[src/rtl/cais_pkg.sv]
/*
  Constants for the per-channel alarm and change-of-status block:
  register offsets, bit positions and reset values.
  Assumes an 8-bit register port with an 8-bit byte address.
*/
package cais_pkg;
  localparam int NUM_CH = 14;
  localparam int IDX_W = 4;
  localparam logic [3:0] CH_FIELD_MAX = 4'hd;

  // per-channel sub-offsets; channel n sits at 16*n plus these
  localparam logic [3:0] OFF_ENABLE = 4'h4;
  localparam logic [3:0] OFF_ALARM = 4'h5;
  localparam logic [3:0] OFF_CHANGE = 4'h6;

  // global registers
  localparam logic [7:0] ADDR_GLOBAL_IRQ = 8'he0;
  localparam logic [7:0] ADDR_VIOL_MODE = 8'he5;
  localparam int GIE_BIT = 0;
  localparam int VIOL_MODE_BIT = 7;

  // channel summary status and mask, split over low and high bytes
  localparam logic [7:0] ADDR_PEND_LO = 8'hf0;
  localparam logic [7:0] ADDR_PEND_HI = 8'hf1;
  localparam logic [7:0] ADDR_MASK_LO = 8'hf2;
  localparam logic [7:0] ADDR_MASK_HI = 8'hf3;
  localparam int LO_CH = 8;
  localparam int HI_CH = NUM_CH - LO_CH;

  // alarm and change bit positions
  localparam int BIT_DRIVER = 6;
  localparam int BIT_FIFO = 5;
  localparam int BIT_VIOL = 4;
  localparam int BIT_ONES = 2;
  localparam int BIT_LOST = 1;
  localparam int BIT_PATTERN = 0;

  localparam logic [7:0] RST_REG8 = 8'h00;
  localparam logic [NUM_CH-1:0] RST_PEND = 14'h0000;
  localparam logic [NUM_CH-1:0] RST_MASK = 14'h3fff;
endpackage

[src/rtl/cais_top.sv]
/*
  Alarm status and change-of-status block for fourteen line
  channels, with register port, global enables and interrupt.
  Assumes alarm inputs synchronous to clk_in and a register
  master that never issues read and write together.
*/
// Design decision made here: the address-and-strobe port.
//
// Summary of operation
// d6 shows transmit driver failure live
// d5 shows fifo pointers within three bits
// d4 shows violation activity by default
// global mode bit makes d4 show overflow
// d2 shows all-ones signal detected
// d1 shows receive loss of signal
// d0 shows test pattern detector lock
// alarm bits track regardless of enables
// interrupt needs channel and global enable
// d6 d5 d4 d2 latch any change
// reserved d7 d3 read zero
// d1 d0 latch loss and pattern changes
// reading change register clears its bits
// enabled latched change raises interrupt
// each channel at base plus sixteen times
// interrupt holds until enabled changes cleared
`timescale 1ns/1ps
module cais_top (
  input wire logic clk_in, // 100 MHz system clock
  input wire logic sys_rst_in, // sync reset, active high
  input wire logic ce_in, // clock enable, freezes all state
  input wire logic [7:0] addr_in, // register byte address
  input wire logic [7:0] wr_data_in, // register write data
  input wire logic wr_in, // write strobe
  input wire logic rd_in, // read strobe
  input wire logic [cais_pkg::NUM_CH-1:0] driver_fault_alarm_in, // tx fail
  input wire logic [cais_pkg::NUM_CH-1:0] fifo_pointer_near_alarm_in, // fifo
  input wire logic [cais_pkg::NUM_CH-1:0] violation_in, // violation seen
  input wire logic [cais_pkg::NUM_CH-1:0] overflow_in, // counter overflow
  input wire logic [cais_pkg::NUM_CH-1:0] all_ones_alarm_in, // all ones
  input wire logic [cais_pkg::NUM_CH-1:0] receive_signal_lost_in, // los
  input wire logic [cais_pkg::NUM_CH-1:0] test_pattern_locked_in, // lock
  output logic [7:0] rd_data_out, // read data, cycle after strobe
  output logic irq_out // interrupt, active high level
);
  logic [3:0] ch_field;
  logic [3:0] sub_field;
  logic ch_hit;
  logic wr_ok;
  logic rd_ok;
  logic global_irq_enable;
  logic viol_mode;
  logic [7:0] alarm_state [cais_pkg::NUM_CH];
  logic [7:0] change_latch [cais_pkg::NUM_CH];
  logic [7:0] enable_reg [cais_pkg::NUM_CH];
  logic [cais_pkg::NUM_CH-1:0] ch_req;
  logic [cais_pkg::NUM_CH-1:0] pend;
  logic [cais_pkg::NUM_CH-1:0] mask;
  logic [cais_pkg::NUM_CH-1:0] pend_clr;
  logic mask_lo_wr;
  logic mask_hi_wr;
  logic [7:0] next_rd_data;

  // channel number in the high nibble, register in the low
  assign ch_field = addr_in[7:4];
  assign sub_field = addr_in[3:0];
  assign ch_hit = (ch_field <= cais_pkg::CH_FIELD_MAX);
  assign wr_ok = ce_in & wr_in;
  assign rd_ok = ce_in & rd_in;

  assign mask_lo_wr = wr_ok & (addr_in == cais_pkg::ADDR_MASK_LO);
  assign mask_hi_wr = wr_ok & (addr_in == cais_pkg::ADDR_MASK_HI);
  assign pend_clr[cais_pkg::LO_CH-1:0] =
    (wr_ok & (addr_in == cais_pkg::ADDR_PEND_LO)) ?
    wr_data_in : cais_pkg::RST_REG8;
  assign pend_clr[cais_pkg::NUM_CH-1:cais_pkg::LO_CH] =
    (wr_ok & (addr_in == cais_pkg::ADDR_PEND_HI)) ?
    wr_data_in[cais_pkg::HI_CH-1:0] :
    cais_pkg::RST_REG8[cais_pkg::HI_CH-1:0];

  always_ff @(posedge clk_in) begin
    if (sys_rst_in) begin
      global_irq_enable <= 1'b0;
    end else if (wr_ok && addr_in == cais_pkg::ADDR_GLOBAL_IRQ) begin
      global_irq_enable <= wr_data_in[cais_pkg::GIE_BIT];
    end
  end

  always_ff @(posedge clk_in) begin
    if (sys_rst_in) begin
      viol_mode <= 1'b0;
    end else if (wr_ok && addr_in == cais_pkg::ADDR_VIOL_MODE) begin
      viol_mode <= wr_data_in[cais_pkg::VIOL_MODE_BIT];
    end
  end

  genvar gi;
  generate
    for (gi = 0; gi < cais_pkg::NUM_CH; gi++) begin : g_ch
      logic ch_sel;
      assign ch_sel = (ch_field == 4'(gi));
      cais_channel u_channel (
        .clk_in(clk_in),
        .sys_rst_in(sys_rst_in),
        .ce_in(ce_in),
        .driver_fault_alarm_in(driver_fault_alarm_in[gi]),
        .fifo_pointer_near_alarm_in(fifo_pointer_near_alarm_in[gi]),
        .violation_in(violation_in[gi]),
        .overflow_in(overflow_in[gi]),
        .all_ones_alarm_in(all_ones_alarm_in[gi]),
        .receive_signal_lost_in(receive_signal_lost_in[gi]),
        .test_pattern_locked_in(test_pattern_locked_in[gi]),
        .overflow_mode_in(viol_mode),
        .enable_wr_in(wr_ok & ch_sel &
                      (sub_field == cais_pkg::OFF_ENABLE)),
        .wr_data_in(wr_data_in),
        .change_rd_in(rd_ok & ch_sel &
                      (sub_field == cais_pkg::OFF_CHANGE)),
        .alarm_state_out(alarm_state[gi]),
        .change_latch_out(change_latch[gi]),
        .enable_out(enable_reg[gi]),
        .req_out(ch_req[gi])
      );
    end
  endgenerate

  cais_irq u_irq (
    .clk_in(clk_in),
    .sys_rst_in(sys_rst_in),
    .ce_in(ce_in),
    .ch_req_in(ch_req),
    .global_irq_enable_in(global_irq_enable),
    .pend_clr_in(pend_clr),
    .mask_lo_wr_in(mask_lo_wr),
    .mask_hi_wr_in(mask_hi_wr),
    .wr_data_in(wr_data_in),
    .pend_out(pend),
    .mask_out(mask),
    .irq_out(irq_out)
  );

  // unmapped addresses read zero
  always_comb begin
    next_rd_data = cais_pkg::RST_REG8;
    if (addr_in == cais_pkg::ADDR_GLOBAL_IRQ) begin
      next_rd_data[cais_pkg::GIE_BIT] = global_irq_enable;
    end else if (addr_in == cais_pkg::ADDR_VIOL_MODE) begin
      next_rd_data[cais_pkg::VIOL_MODE_BIT] = viol_mode;
    end else if (addr_in == cais_pkg::ADDR_PEND_LO) begin
      next_rd_data = pend[cais_pkg::LO_CH-1:0];
    end else if (addr_in == cais_pkg::ADDR_PEND_HI) begin
      next_rd_data[cais_pkg::HI_CH-1:0] =
        pend[cais_pkg::NUM_CH-1:cais_pkg::LO_CH];
    end else if (addr_in == cais_pkg::ADDR_MASK_LO) begin
      next_rd_data = mask[cais_pkg::LO_CH-1:0];
    end else if (addr_in == cais_pkg::ADDR_MASK_HI) begin
      next_rd_data[cais_pkg::HI_CH-1:0] =
        mask[cais_pkg::NUM_CH-1:cais_pkg::LO_CH];
    end else if (ch_hit && sub_field == cais_pkg::OFF_ENABLE) begin
      next_rd_data = enable_reg[ch_field];
    end else if (ch_hit && sub_field == cais_pkg::OFF_ALARM) begin
      next_rd_data = alarm_state[ch_field];
    end else if (ch_hit && sub_field == cais_pkg::OFF_CHANGE) begin
      next_rd_data = change_latch[ch_field]; // value before the clear
    end
  end

  // data stand only in the cycle after the strobe, zero otherwise
  always_ff @(posedge clk_in) begin
    if (sys_rst_in) begin
      rd_data_out <= cais_pkg::RST_REG8;
    end else if (ce_in) begin
      rd_data_out <= rd_in ? next_rd_data : cais_pkg::RST_REG8;
    end
  end
endmodule

[src/rtl/cais_channel.sv]
/*
  One channel: live alarm register, change-of-status latch with
  clear on read, and the channel interrupt enable register.
  Assumes alarm inputs are synchronous levels on clk_in.
*/
`timescale 1ns/1ps
module cais_channel (
  input wire logic clk_in, // system clock
  input wire logic sys_rst_in, // sync reset, active high
  input wire logic ce_in, // clock enable
  input wire logic driver_fault_alarm_in, // tx driver failure
  input wire logic fifo_pointer_near_alarm_in, // fifo pointers close
  input wire logic violation_in, // line violation activity
  input wire logic overflow_in, // violation counter overflow
  input wire logic all_ones_alarm_in, // all-ones detected
  input wire logic receive_signal_lost_in, // loss of signal
  input wire logic test_pattern_locked_in, // pattern detector lock
  input wire logic overflow_mode_in, // 1: report counter overflow
  input wire logic enable_wr_in, // write enable register
  input wire logic [7:0] wr_data_in, // write data
  input wire logic change_rd_in, // change latch being read
  output logic [7:0] alarm_state_out, // live alarm register
  output logic [7:0] change_latch_out, // change-of-status latch
  output logic [7:0] enable_out, // interrupt enable register
  output logic req_out // enabled change pending
);
  logic [7:0] next_alarm;

  always_comb begin
    next_alarm = cais_pkg::RST_REG8; // reserved d7, d3 stay zero
    next_alarm[cais_pkg::BIT_DRIVER] = driver_fault_alarm_in;
    next_alarm[cais_pkg::BIT_FIFO] = fifo_pointer_near_alarm_in;
    next_alarm[cais_pkg::BIT_VIOL] = overflow_mode_in ? overflow_in :
                                     violation_in;
    next_alarm[cais_pkg::BIT_ONES] = all_ones_alarm_in;
    next_alarm[cais_pkg::BIT_LOST] = receive_signal_lost_in;
    next_alarm[cais_pkg::BIT_PATTERN] = test_pattern_locked_in;
  end

  // tracks conditions whatever the enables say
  always_ff @(posedge clk_in) begin
    if (sys_rst_in) begin
      alarm_state_out <= cais_pkg::RST_REG8;
    end else if (ce_in) begin
      alarm_state_out <= next_alarm;
    end
  end

  // a change in the read cycle survives the clear: set wins
  always_ff @(posedge clk_in) begin
    if (sys_rst_in) begin
      change_latch_out <= cais_pkg::RST_REG8;
    end else if (ce_in) begin
      change_latch_out <= (change_latch_out & ~{8{change_rd_in}}) |
                          (alarm_state_out ^ next_alarm);
    end
  end

  always_ff @(posedge clk_in) begin
    if (sys_rst_in) begin
      enable_out <= cais_pkg::RST_REG8;
    end else if (ce_in && enable_wr_in) begin
      enable_out <= wr_data_in;
    end
  end

  assign req_out = |(change_latch_out & enable_out);
endmodule

[src/rtl/cais_irq.sv]
/*
  Channel summary: sticky per-channel pending bits (write one to
  clear), a mask of the same layout and the level interrupt.
  Assumes channel requests are synchronous levels.
*/
`timescale 1ns/1ps
module cais_irq (
  input wire logic clk_in, // system clock
  input wire logic sys_rst_in, // sync reset, active high
  input wire logic ce_in, // clock enable
  input wire logic [cais_pkg::NUM_CH-1:0] ch_req_in, // channel requests
  input wire logic global_irq_enable_in, // global enable
  input wire logic [cais_pkg::NUM_CH-1:0] pend_clr_in, // w1c bits
  input wire logic mask_lo_wr_in, // write mask low byte
  input wire logic mask_hi_wr_in, // write mask high byte
  input wire logic [7:0] wr_data_in, // write data
  output logic [cais_pkg::NUM_CH-1:0] pend_out, // pending bits
  output logic [cais_pkg::NUM_CH-1:0] mask_out, // mask bits
  output logic irq_out // level interrupt, active high
);
  // set wins over a clear in the same cycle, so a held request
  // keeps its bit until the channel latch itself is read clear
  always_ff @(posedge clk_in) begin
    if (sys_rst_in) begin
      pend_out <= cais_pkg::RST_PEND;
    end else if (ce_in) begin
      pend_out <= (pend_out & ~pend_clr_in) | ch_req_in;
    end
  end

  always_ff @(posedge clk_in) begin
    if (sys_rst_in) begin
      mask_out <= cais_pkg::RST_MASK;
    end else if (ce_in) begin
      if (mask_lo_wr_in) begin
        mask_out[cais_pkg::LO_CH-1:0] <= wr_data_in;
      end
      if (mask_hi_wr_in) begin
        mask_out[cais_pkg::NUM_CH-1:cais_pkg::LO_CH] <=
          wr_data_in[cais_pkg::HI_CH-1:0];
      end
    end
  end

  always_ff @(posedge clk_in) begin
    if (sys_rst_in) begin
      irq_out <= 1'b0;
    end else if (ce_in) begin
      irq_out <= global_irq_enable_in &
                 (|(pend_out & mask_out));
    end
  end
endmodule

[config.mk]
export PLATFORM = sky130hd
export DESIGN_NAME = cais_top
export DESIGN_NICKNAME = d
export VERILOG_FILES = /design/src/rtl/cais_pkg.sv /design/src/rtl/cais_top.sv /design/src/rtl/cais_channel.sv /design/src/rtl/cais_irq.sv
export SDC_FILE = /design/constraint.sdc
export NUM_CORES = 1
export LEC_CHECK = 0
export BUFFER_PORTS_ARGS = -buffer_cell sky130_fd_sc_hd__buf_2
export CAP_MARGIN = 20
export CORE_ASPECT_RATIO = 1.1
export CORE_MARGIN = 2
export CORE_UTILIZATION = 65
export DETAILED_ROUTE_END_ITERATION = 8
export PLACE_DENSITY_LB_ADDON = 0.15
export SETUP_SLACK_MARGIN = 0.1
export SLEW_MARGIN = 20
export SYNTH_ARGS = -nofsm -noshare
export SYNTH_HDL_FRONTEND = slang
export SYNTH_SLANG_ARGS = --single-unit
[constraint.sdc]
create_clock -name clk_in -period 4.4 [get_ports clk_in]
set_input_delay 0.66 -clock clk_in [delete_from_list [all_inputs] [get_ports clk_in]]
set_output_delay 0.66 -clock clk_in [all_outputs]
set_load 0.02 [all_outputs]
==> reports/qor.tcl <==
set qor(num_io_pins) 128
set qor(crit_arrival_ps) 3220
set qor(cts-hold-fix-buffers) 0
set qor(clock-root-buffer) {sky130_fd_sc_hd__clkbuf_16}
set qor(layout_commonest_cell) {sky130_fd_sc_hd__dfxtp_1}
set qor(final_instance_count_excl_fillers) 2203
set qor(fraction_of_the_yosys_area_taken_by_sequential_cells_pct) 42.0
set qor(yosysUniqueCellTypes) 56
set qor(max-clock-path-buffers) 3
set qor(dominantRegCellSynth) {sky130_fd_sc_hd__dfxtp_1}
set qor(fin_skew_ps) 18.1
set qor(route.final.wire_length_mm) 58.5
set qor(max_freq_mhz) 353
set qor(final-setup-viol-count) 0
set qor(detailedPlacementHpwl_mm) 41.8
set qor(place.detailed.instances) 2139
set qor(floorplan.die_area_um2) 26800
set qor(slew_viol_final) 0
set qor(grt_overflow_total) 0
set qor(ant_nets) 0
set qor(cts.repair_timing.setup_buffer_count) 0
set qor(ys.warnings.count) 0
set qor(dr_total_vias) 15200
set qor(clkSinkCount) 347
set qor(power.combinational.fraction_pct) 10.6
set qor(timing.final.hold_violations) 0
set qor(drc_errors) 0
set qor(syn-num-nets) 1932
set qor(critPathMaxFanout) 43
set qor(relative_contribution_of_the_clock_network_to_total_power_pct) 42.9
set qor(routabilityCongestion) 1.00
set qor(drt_first_iter_violations) 2038
set qor(power.density_cell_area_nw_per_um2) 395
set qor(ctsHtreeMaxLevel) 2
set qor(period_minus_slack_ps) 2840
set qor(p_sw_share_pct) 25.7
set qor(clock_tree_from_tritoncts) {yes}
set qor(core_area_um2) 25200
set qor(port_buffers) 127
set qor(p_leak_nw) 7.32
set qor(cts.reportedPaths.clkPinSlew_ps) 60
set qor(grt_antenna_before_repair) 0
set qor(clk_latency_ps) 530
set qor(tritoncts.num_buffers) 37
set qor(pin_count_of_the_biggest_net_entering_global_routing) 221
set qor(die_x_um) 156
set qor(min_path_type) {in -> reg}
set qor(fin_nets) 1983
set qor(drtPass1Iterations) 6
set qor(share_seq_of_total_power_pct) 46.5
set qor(n_antenna_cell) 0
set qor(grt_pass1_wl_mm) 85.9
set qor(crit_type) {in -> reg}
set qor(most-common-layout-cells) {sky130_fd_sc_hd__dfxtp_1, sky130_fd_sc_hd__nor2_1, sky130_fd_sc_hd__nand2_1}
set qor(synth.avg_cell_area_um2) 9.13
set qor(rsz_0062_raised_after_global_routing) {no}
set qor(post_synth_edffs) 0
set qor(drv.max_cap_violation_count) 0
set qor(floorplan.rows) 61
set qor(power.ir.vdd_worst_uv) 362
set qor(timing.final.crit_share_pct) 64.5
set qor(worst-endpoint-required_ps) 4780
set qor(drive_above_1_share_pct) 15.3
set qor(die_h_um) 171
set qor(worst_setup_sp_type) {input port}
set qor(ys_ff_latch) 347
set qor(fin_setup_tns_ps) 0
set qor(internal_power_mw) 5.41
set qor(worstHoldPathCells) 3
set qor(grt_pass1_vias) 14000
set qor(post_synth_inst_count) 1813
set qor(grtUsageTotal_pct) 43.1
set qor(worst_margin_pin_slew_ps) 1120
set qor(max-slew-margin-rel_pct) 25.4
set qor(post_cts.resized_instances) 0
set qor(vias_per_cell) 6.88
set qor(initial_utilization_pct) 65.7
set qor(synthArstFlopShare_pct) 0
set qor(net-switching-power_mw) 1.88
set qor(route.detailed.wl_per_inst_um) 26.6
set qor(run_status) {complete, no violations}
set qor(worst_setup_path_end_kind) {flop}
set qor(worst-r2r-cell-count) 4
set qor(mappedNetlistArea_um2) 16600
set qor(layout-area-overhead-vs-synth_pct) 11.5
power groups by stage:
| stage | Combinational [mW] | Sequential [mW] | Clock [mW] |
|---|---|---|---|
| 6_report | 0.772 | 3.39 | 3.13 |
| 5_1_grt | 0.812 | 3.40 | 3.24 |
| 4_1_cts | 0.750 | 3.39 | 3.12 |
| 3_5_place_dp | 0.744 | 3.45 | 0 |
| 3_3_place_gp | 0.729 | 3.45 | 0 |
| 2_1_floorplan | 0.501 | 3.40 | 0 |
flip-flops by register name (all words and copies together), names as in the netlist:
| register | count |
|---|---|
| rd_data_out | 8 |
| g_ch.u_channel.enable_out | 112 |
| viol_mode | 1 |
| global_irq_enable | 1 |
| g_ch.u_channel.change_latch_out | 112 |
| g_ch.u_channel.alarm_state_out | 84 |
| u_irq.irq_out | 1 |
| u_irq.pend_out | 14 |
| u_irq.mask_out | 14 |
path summary, 6_finish.rpt:
path,start,endpoint,slack [ps]
min reg2reg,u_irq.irq_out,u_irq.irq_out,470
max reg2reg,viol_mode,g_ch[5].u_channel.change_latch_out[4],2180
max,addr_in[4],u_irq.pend_out[13],1560
min,all_ones_alarm_in[5],g_ch[5].u_channel.alarm_state_out[2],400
cell families (layout without fill, tap and decap cells):
logic type / count (synthesis) / after routing / synth area share (%)
multiplexers: 212 / 212 / 17.1
AND/OR/NAND/NOR: 627 / 627 / 16.9
flip-flops: 347 / 347 / 42.0
buffers and inverters: 152 / 227 / 4.01
XOR/XNOR: 85 / 85 / 4.50
AO/OA/AOI/OAI: 390 / 390 / 15.5
per-layer routing:
metal,up-vias,share of wire (%),track usage (%)
li1,6664,-,-
met1,7264,38,56.4
met2,1045,45,67.4
met3,187,11,8.39
met4,0,6.3,23.8
met5,-,0,0
cell usage after synthesis, types with 4 or more instances:
cell type / instances / area share, %
sky130_fd_sc_hd__buf_1: 11 / 0.25
sky130_fd_sc_hd__xor2_1: 70 / 3.7
sky130_fd_sc_hd__dfxtp_1: 347 / 42
sky130_fd_sc_hd__nor4_1: 5 / 0.19
sky130_fd_sc_hd__xnor2_1: 15 / 0.79
sky130_fd_sc_hd__nor2b_1: 16 / 0.60
sky130_fd_sc_hd__mux4_2: 56 / 7.6
sky130_fd_sc_hd__nand2_1: 168 / 3.8
sky130_fd_sc_hd__a211oi_1: 17 / 0.77
sky130_fd_sc_hd__mux2i_1: 145 / 8.8
sky130_fd_sc_hd__a22oi_1: 163 / 7.4
sky130_fd_sc_hd__a211o_1: 5 / 0.26
sky130_fd_sc_hd__a21oi_1: 116 / 3.5
sky130_fd_sc_hd__and3_1: 25 / 0.94
sky130_fd_sc_hd__nor2_1: 241 / 5.5
sky130_fd_sc_hd__o22ai_1: 13 / 0.49
sky130_fd_sc_hd__o211ai_1: 7 / 0.32
sky130_fd_sc_hd__nor3_1: 20 / 0.60
sky130_fd_sc_hd__a221oi_1: 7 / 0.37
sky130_fd_sc_hd__nand3b_1: 6 / 0.27
sky130_fd_sc_hd__a31oi_1: 4 / 0.15
sky130_fd_sc_hd__nand2b_1: 6 / 0.23
sky130_fd_sc_hd__inv_1: 9 / 0.20
sky130_fd_sc_hd__buf_4: 8 / 0.36
sky130_fd_sc_hd__buf_2: 33 / 1.0
sky130_fd_sc_hd__o21ai_0: 38 / 1.1
sky130_fd_sc_hd__nand4_1: 18 / 0.68
sky130_fd_sc_hd__nand3_1: 104 / 3.1
sky130_fd_sc_hd__mux2_2: 11 / 0.75
sky130_fd_sc_hd__clkbuf_1: 88 / 2.0
sky130_fd_sc_hd__a2111oi_0: 4 / 0.21
through the flow:
| stage | utilization [%] | power [mW] | hold WS, ps | setup WS [ps] | cell area, µm² |
|---|---|---|---|---|---|
| 2_1_floorplan | - | 3.90 | 444 | 2120 | 16600 |
| 3_3_place_gp | 68.4 | 4.18 | 455 | 1110 | 17200 |
| 3_5_place_dp | 68.4 | 4.20 | 461 | 1090 | 17200 |
| 4_1_cts | 73.2 | 7.26 | 394 | 1640 | 18400 |
| 5_1_grt | 73.3 | 7.45 | 399 | 1340 | 18500 |
| 6_report | 73.3 | 7.29 | 397 | 1560 | 18500 |
worst max-delay path, stage by stage:
cell and delay [ps]:
sky130_fd_sc_hd__buf_4 590, sky130_fd_sc_hd__nand2_1 140, sky130_fd_sc_hd__or4_1 820, sky130_fd_sc_hd__nor3_1 620, sky130_fd_sc_hd__nand2_1 140, sky130_fd_sc_hd__a22oi_1 190, sky130_fd_sc_hd__nor2_1 50
cell type report:
type	instances	area, µm²
Tap cell	315	394
Multi-Input combinational cell	1314	8960
Inverter	9	33.8
Clock buffer	56	1110
Clock inverter	7	103
Sequential cell	347	6950
Fill cell	1882	6730
Timing Repair Buffer	155	915
No activity file was read; power rests on OpenSTA's default activity.
